## src/rtl/mob_pkg.sv

```systemverilog
/*
 constants for the memory ordering barrier: barrier type codes, field position, states.
 assumes nothing beyond a systemverilog compiler.
*/
`default_nettype none
package mob_pkg;
    localparam int TYPE_LSB = 6;
    localparam int TYPE_MSB = 10;
    localparam logic [4:0] TYPE_FULL = 5'h00;
    localparam logic [4:0] TYPE_STORE_STORE = 5'h04;
    localparam logic [4:0] TYPE_FULL_ORDER = 5'h10;
    localparam logic [4:0] TYPE_ACQUIRE = 5'h11;
    localparam logic [4:0] TYPE_RELEASE = 5'h12;
    localparam logic [4:0] TYPE_LOAD_LOAD = 5'h13;
    localparam logic [4:0] TYPE_GLOBAL_INV = 5'h14;
    localparam int CNT_W = 6;
    localparam logic [5:0] CNT_RESET = 6'h00;
    typedef enum logic [3:0] {
        MOB_IDLE = 4'b0001,
        MOB_ORDER = 4'b0010,
        MOB_COMPLETE = 4'b0100,
        MOB_RETIRE = 4'b1000
    } mob_state_e;
endpackage
`default_nettype wire

```

## src/rtl/mob_decode.sv

```systemverilog
/*
 decodes the barrier type field into older/younger load and store selections and a mode.
 assumes a valid instruction word from the issue stage, same clock.
*/
`default_nettype none
module mob_decode (
    // instruction and configuration
    input wire logic [31:0] instr,
    input wire logic global_invalidate_support_field,
    // decoded selection
    output logic older_ld,
    output logic older_st,
    output logic younger_ld,
    output logic younger_st,
    output logic completion,
    output logic wait_global_inv
);
    logic [4:0] stype;
    assign stype = instr[mob_pkg::TYPE_MSB:mob_pkg::TYPE_LSB];
    always_comb begin
        // everything not given its own behaviour falls back to the full completion barrier
        older_ld = 1'b1;
        older_st = 1'b1;
        younger_ld = 1'b1;
        younger_st = 1'b1;
        completion = 1'b1;
        wait_global_inv = 1'b0;
        case (stype)
            mob_pkg::TYPE_STORE_STORE: begin
                older_ld = 1'b0;
                younger_ld = 1'b0;
                completion = 1'b0;
            end
            mob_pkg::TYPE_FULL_ORDER: begin
                completion = 1'b0;
            end
            mob_pkg::TYPE_LOAD_LOAD: begin
                older_st = 1'b0;
                younger_st = 1'b0;
                completion = 1'b0;
            end
            mob_pkg::TYPE_ACQUIRE: begin
                older_st = 1'b0;
                completion = 1'b0;
            end
            mob_pkg::TYPE_RELEASE: begin
                younger_ld = 1'b0;
                completion = 1'b0;
            end
            mob_pkg::TYPE_GLOBAL_INV: begin
                // reserved without support, so it degrades to the full barrier
                if (global_invalidate_support_field) begin
                    completion = 1'b0;
                    wait_global_inv = 1'b1;
                end
            end
            default: begin
                completion = 1'b1;
            end
        endcase
    end
endmodule
`default_nettype wire

```

## src/rtl/mob_counter.sv

```systemverilog
/*
 counts accesses in flight: increments on a start pulse, decrements on a finish pulse.
 assumes the two pulses come from logic on the same clock and never underflow.
*/
`default_nettype none
module mob_counter (
    // clock and reset
    input wire logic clk,
    input wire logic rst,
    // events
    input wire logic inc,
    input wire logic dec,
    // state
    output logic zero
);
    logic [mob_pkg::CNT_W-1:0] cnt_reg;
    logic [mob_pkg::CNT_W-1:0] cnt_next;
    always_comb begin
        cnt_next = cnt_reg;
        if (inc && !dec) begin
            cnt_next = cnt_reg + 6'h01;
        end else if (dec && !inc) begin
            cnt_next = cnt_reg - 6'h01;
        end
    end
    always_ff @(posedge clk) begin
        if (rst) begin
            cnt_reg <= mob_pkg::CNT_RESET;
        end else begin
            cnt_reg <= cnt_next;
        end
    end
    assign zero = (cnt_reg == mob_pkg::CNT_RESET);
endmodule
`default_nettype wire

```

## src/rtl/mob_barrier.sv

```systemverilog
/*
 memory ordering barrier control: holds a barrier instruction and gates issue of younger
 loads and stores until older ones have reached the ordering point or completed.
 assumes the load/store path reports, per access, when it passes the ordering point,
 when a load writes its register and when a store is globally visible; all on clk.
*/
`default_nettype none
module mob_barrier (
    // clock and reset
    input wire logic clk,
    input wire logic rst,
    // configuration
    input wire logic global_invalidate_support_field,
    // barrier instruction from issue
    input wire logic barrier_valid,
    input wire logic [31:0] barrier_instr,
    output logic barrier_ready,
    output logic barrier_retire,
    // younger access issue request
    input wire logic acc_valid,
    input wire logic acc_is_store,
    input wire logic acc_is_load,
    input wire logic acc_sync_type,
    output logic acc_grant,
    // load/store path progress of tracked accesses
    input wire logic ld_reach_order,
    input wire logic st_reach_order,
    input wire logic ld_reg_written,
    input wire logic st_global_visible,
    // global invalidate and icache sync tracking
    input wire logic ginv_issue,
    input wire logic ginv_done,
    input wire logic icache_sync_issue,
    input wire logic icache_sync_done,
    // status
    output logic barrier_busy
);
    logic older_ld;
    logic older_st;
    logic younger_ld;
    logic younger_st;
    logic completion;
    logic wait_global_inv;
    logic tracked_issue;
    logic ld_ord_zero;
    logic st_ord_zero;
    logic ld_cmp_zero;
    logic st_cmp_zero;
    logic ginv_zero;
    logic isync_zero;
    mob_pkg::mob_state_e state_reg;
    mob_pkg::mob_state_e state_next;
    logic sel_ld_reg;
    logic sel_ld_next;
    logic sel_st_reg;
    logic sel_st_next;
    logic yng_ld_reg;
    logic yng_ld_next;
    logic yng_st_reg;
    logic yng_st_next;
    logic ginv_wait_reg;
    logic ginv_wait_next;
    logic busy_reg;
    logic busy_next;
    logic order_met;
    logic complete_met;
    logic blocked;

    mob_decode u_decode (
        .instr(barrier_instr),
        .global_invalidate_support_field(global_invalidate_support_field),
        .older_ld(older_ld),
        .older_st(older_st),
        .younger_ld(younger_ld),
        .younger_st(younger_st),
        .completion(completion),
        .wait_global_inv(wait_global_inv)
    );

    // only synchronizable accesses are counted; others pass unless a barrier is taken in the same cycle
    assign tracked_issue = acc_grant && acc_sync_type;

    // the caller flags cache ops and fetch hints as loads or stores
    mob_counter u_ld_ord (
        .clk(clk),
        .rst(rst),
        .inc(tracked_issue && acc_is_load),
        .dec(ld_reach_order),
        .zero(ld_ord_zero)
    );
    mob_counter u_st_ord (
        .clk(clk),
        .rst(rst),
        .inc(tracked_issue && acc_is_store),
        .dec(st_reach_order),
        .zero(st_ord_zero)
    );
    mob_counter u_ld_cmp (
        .clk(clk),
        .rst(rst),
        .inc(tracked_issue && acc_is_load),
        .dec(ld_reg_written),
        .zero(ld_cmp_zero)
    );
    mob_counter u_st_cmp (
        .clk(clk),
        .rst(rst),
        .inc(tracked_issue && acc_is_store),
        .dec(st_global_visible),
        .zero(st_cmp_zero)
    );
    mob_counter u_ginv (
        .clk(clk),
        .rst(rst),
        .inc(ginv_issue),
        .dec(ginv_done),
        .zero(ginv_zero)
    );
    mob_counter u_isync (
        .clk(clk),
        .rst(rst),
        .inc(icache_sync_issue),
        .dec(icache_sync_done),
        .zero(isync_zero)
    );

    // passing the ordering point is enough for the lighter barrier
    assign order_met = (!sel_ld_reg || ld_ord_zero) && (!sel_st_reg || st_ord_zero);
    assign complete_met = (!sel_ld_reg || ld_cmp_zero) && (!sel_st_reg || st_cmp_zero)
        && (!ginv_wait_reg || (ginv_zero && isync_zero));

    always_comb begin
        state_next = state_reg;
        sel_ld_next = sel_ld_reg;
        sel_st_next = sel_st_reg;
        yng_ld_next = yng_ld_reg;
        yng_st_next = yng_st_reg;
        ginv_wait_next = ginv_wait_reg;
        busy_next = busy_reg;
        case (state_reg)
            mob_pkg::MOB_IDLE: begin
                if (barrier_valid) begin
                    sel_ld_next = older_ld;
                    sel_st_next = older_st;
                    yng_ld_next = younger_ld;
                    yng_st_next = younger_st;
                    ginv_wait_next = wait_global_inv;
                    busy_next = 1'b1;
                    if (completion || wait_global_inv) begin
                        state_next = mob_pkg::MOB_COMPLETE;
                    end else begin
                        state_next = mob_pkg::MOB_ORDER;
                    end
                end
            end
            mob_pkg::MOB_ORDER: begin
                if (order_met) begin
                    state_next = mob_pkg::MOB_RETIRE;
                end
            end
            mob_pkg::MOB_COMPLETE: begin
                // every barrier held here, completion or invalidate type, also needs the ordering point drained
                if (complete_met && order_met) begin
                    state_next = mob_pkg::MOB_RETIRE;
                end
            end
            mob_pkg::MOB_RETIRE: begin
                busy_next = 1'b0;
                state_next = mob_pkg::MOB_IDLE;
            end
            default: begin
                busy_next = 1'b0;
                state_next = mob_pkg::MOB_IDLE;
            end
        endcase
    end

    always_ff @(posedge clk) begin
        if (rst) begin
            state_reg <= mob_pkg::MOB_IDLE;
            sel_ld_reg <= 1'b0;
            sel_st_reg <= 1'b0;
            yng_ld_reg <= 1'b0;
            yng_st_reg <= 1'b0;
            ginv_wait_reg <= 1'b0;
            busy_reg <= 1'b0;
        end else begin
            state_reg <= state_next;
            sel_ld_reg <= sel_ld_next;
            sel_st_reg <= sel_st_next;
            yng_ld_reg <= yng_ld_next;
            yng_st_reg <= yng_st_next;
            ginv_wait_reg <= ginv_wait_next;
            busy_reg <= busy_next;
        end
    end

    // instruction fetch has no port here, so it is never held back
    assign blocked = busy_reg && acc_sync_type
        && ((acc_is_load && yng_ld_reg) || (acc_is_store && yng_st_reg));
    // a barrier arriving in the same cycle also holds younger accesses
    assign acc_grant = acc_valid && !blocked && !(barrier_valid && state_reg == mob_pkg::MOB_IDLE);
    assign barrier_ready = (state_reg == mob_pkg::MOB_IDLE);
    assign barrier_retire = (state_reg == mob_pkg::MOB_RETIRE);
    assign barrier_busy = busy_reg;
endmodule
`default_nettype wire

```

## config.mk

```make
export PLATFORM = sky130hd
export DESIGN_NAME = mob_barrier
export DESIGN_NICKNAME = d
export VERILOG_FILES = /design/src/rtl/mob_pkg.sv /design/src/rtl/mob_decode.sv /design/src/rtl/mob_counter.sv /design/src/rtl/mob_barrier.sv
export SDC_FILE = /design/constraint.sdc
export NUM_CORES = 1
export LEC_CHECK = 0
export ABC_CLOCK_PERIOD_IN_PS = 2700
export BUFFER_PORTS_ARGS = -buffer_cell sky130_fd_sc_hd__buf_2
export CELL_PAD_IN_SITES_DETAIL_PLACEMENT = 0
export CELL_PAD_IN_SITES_GLOBAL_PLACEMENT = 1
export CORE_MARGIN = 1
export CORE_UTILIZATION = 39
export DETAILED_ROUTE_END_ITERATION = 6
export PLACE_DENSITY_LB_ADDON = 0.25
export SLEW_MARGIN = 15
export SYNTH_ARGS = -nofsm -noshare
export SYNTH_HDL_FRONTEND = slang
export SYNTH_HIERARCHICAL = 1
export SYNTH_SLANG_ARGS = --single-unit
```

## constraint.sdc

```tcl
create_clock -name clk -period 2.7 [get_ports clk]
set_clock_uncertainty 0.2 [all_clocks]
set_input_delay 0.54 -clock clk [delete_from_list [all_inputs] [get_ports clk]]
set_output_delay 0.54 -clock clk [all_outputs]
set_load 0.05 [all_outputs]
```

==> results.cfg <==
[flow_run]
cap_violations = 0

[worst_setup_path]
worst_path_max_delay_cell = or3_1
path_cells = nor4b_4 -> buf_4 -> nand2_8 -> and4_4 -> and2_4 -> ha_4 -> inv_6 -> fa_2 -> a21o_1 -> a21oi_2 -> nor4_1 -> or3_1
worstSetupPathType = reg2reg
worstPathMaxFanout = 5
required_ps = 2690
reg2regPathDepth = 12
path_delay_family = simple AND/OR/NAND/NOR gates
r2r_start = state_reg[0]
startpoint_type = register
endpoint_kind = register
rr_endpoint = u_ld_ord/cnt_reg[4]
max_stage_delay_ps = 390
rrSetupSlack_ps = 6
path_buf_inv = 2
cp.arrival_ps = 2690

[placement]
dpl_worst_slack_ps = -242
port-buffer-count = 24
gp_congestion = 0.766
hpwl_mm = 5.27
placed_cells = 537

[pwr]
p_seq_share_pct = 33.1
netSwitchingFraction_pct = 40.2
internal_power_w = 0.00191
combPwrFrac_pct = 54.1
clock_power_share_pct = 12.8
p_sw_w = 0.00129
leakagePower_nw = 1.79
p_per_area_nw_per_um2 = 771
ir_drop_uv = 328

[clock_network]
cts_tree = built
cts-root-buf = clkbuf_8
htree_levels = 2
clk_latency_ps = 300
clk_pin_slew_ps = 90
cts_sinks = 46
cts_buffers = 5
ctsLongestPathBuffers = 2

[yosys]
synth_common_cells = nor2_1, dfxtp_1, nand2_1, ha_1, a21oi_1
syn-num-nets = 475
syn_inst = 391
syn_area_sq_um = 3290
yosysTopAreaCell = dfxtp_1
yosysSeqAreaShare_pct = 28.0
synth-seq-cells = 46
dominantRegCellSynth = dfxtp_1
synth-edff-count = 0
avgSynthCellArea_sq_um = 8.42
yosys-top-cells-area = dfxtp_1, ha_1, nor2_1, fa_1, nand2_1
yosys_warnings = 6
synth_top_area_share_pct = 28.0
yosys.cell_types.count = 53
synth.most_common_cell = nor2_1
async_flop_share_pct = 0

[global_route]
busiest_layer = met2
use_met1_pct = 22.3
grt_use_met3_pct = 2.99
grt_max_degree = 38
grt-ovfl-total = 0
gr-usage-all-layers_pct = 16.9
met2_usage_pct = 28.3
grt_pass1_wl_mm = 12.0
grt_antenna_before_repair = 0
grt_pass1_vias = 2690

[sta]
fin_ws_ps = 5.81
setup_viol = 0
fin_crit_sh_pct = 99.8
relSlewSlack_pct = 51.9
rsz0062_at_grt = yes
max_clock_freq_ghz = 0.371
worst-slew-pin-transition_ps = 721
final-hold-violation-count = 0
period_needed_ps = 2690
drv_slew = 0
tns_ps = 0

[min_path]
hold_end = ginv_wait_reg
hold_depth = 2
hp-start = ginv_wait_reg
hold_path_class = reg2reg

[final_layout]
diodes = 0
area_delta_synth_final_pct = 26.0
drive_above_1_share_pct = 27.1
nFillCells = 785
fin_nets = 526
final_cells = 547

[die]
start_util_pct = 40.3
die-width_um = 93.9
num_rows = 33
io_pins = 52
fp.coreArea_sq_um = 8180
die_h_um = 93.9
die_area_sq_um = 8810

[route]
drt-total-wl_mm = 7.29
avgViaCountPerCell = 5.35
drt_iter0_markers = 88
wire_per_inst_um = 13.3
ant_nets = 0
dr.pass1.iters = 4
drc_errors = 0
routed-via-count = 2927

[status]
status = completed
[worst reg2reg max path: stages, from the launching register on]
cell and delay (ps):
dfxtp_2 330, nor4b_4 120, buf_4 150, nand2_8 70, and4_4 220, and2_4 180, ha_4 160, inv_6 50
fa_2 360, a21o_1 170, a21oi_2 130, nor4_1 60, or3_1 390
[worst max path at each step]
stage	to	cells past startpoint	slack, ps	from
2_1_floorplan	u_ld_cmp/cnt_reg[4]	12	-40	state_reg[1]
3_3_place_gp	u_st_ord/cnt_reg[4]	12	-210	acc_is_load
4_1_cts	u_ld_ord/cnt_reg[4]	12	3	state_reg[1]
6_report	u_ld_ord/cnt_reg[4]	12	6	state_reg[0]
5_1_grt	u_ld_ord/cnt_reg[4]	12	-100	state_reg[1]
3_5_place_dp	u_ld_ord/cnt_reg[4]	12	-240	acc_is_load
[repair_timing]
item,CTS,global route
setup endpoints to repair,4,12
setup buffers,1,3
endpoints found under the hold margin,0,0
hold buffers,0,0
pin swaps,4,17
resized for setup,3,22
[layout by cell type (no fill, tap or decap), types with 7 or more instances in the layout]
| cell | count |
|---|---|
| nor2_1 | 57 |
| dfxtp_1 | 43 |
| buf_4 | 35 |
| nand2_1 | 32 |
| buf_2 | 24 |
| a21oi_1 | 19 |
| inv_1 | 18 |
| ha_4 | 17 |
| nor3_1 | 14 |
| xor2_1 | 13 |
| ha_1 | 13 |
| mux2i_1 | 7 |
| a41oi_1 | 7 |
[through the flow]
step	power (W)	hold WS [ps]	cell area [sq um]	utilization, %
floorplan	0.00224	232	3470	-
global placement	0.00260	246	3870	47.3
detailed placement	0.00264	247	3870	47.3
CTS	0.00307	259	3960	48.5
global route	0.00348	282	4150	50.7
finish	0.00320	254	4150	50.7
[layer usage]
metal	wire length, um	vias to the layer above	part of all wire, %
li1	-	1511	-
met1	3540	1375	49
met2	3510	34	48
met3	169	7	2.3
met4	74	0	1.0
met5	0	-	0
[layout make-up]
class | count | area [sq um] | area share, %
repair buffers | 59 | 383 | 9.23
flip-flops and latches | 46 | 925 | 22.3
well taps | 105 | 131 | 3.17
inverters | 22 | 100 | 2.41
multi-input cells | 308 | 2530 | 61.0
clock buffers | 7 | 76.3 | 1.84
[power by group through the flow]
stage / Combinational, W / Clock (W) / Sequential [W]
after floorplan: 0.00121 / 0 / 0.00103
after global placement: 0.00156 / 0 / 0.00105
after detailed placement: 0.00159 / 0 / 0.00105
after CTS: 0.00161 / 0.000428 / 0.00104
after global routing: 0.00194 / 0.000454 / 0.00109
final: 0.00173 / 0.000409 / 0.00106
[cells by family (layout without fill, tap and decap cells)]
kind of cell             Yosys count  count (layout)  synth area share, %
adder cells (fa/ha/maj)           36              36                 15.1
AO/OA/AOI/OAI                     77              77                 16.7
buffers and inverters             37              88                 5.21
flip-flops                        46              46                 28.0
XOR/XNOR                          19              19                 5.06
multiplexers                       8               8                 2.47
AND/OR/NAND/NOR                  168             168                 27.5
Power figures use the tool's default switching activity.
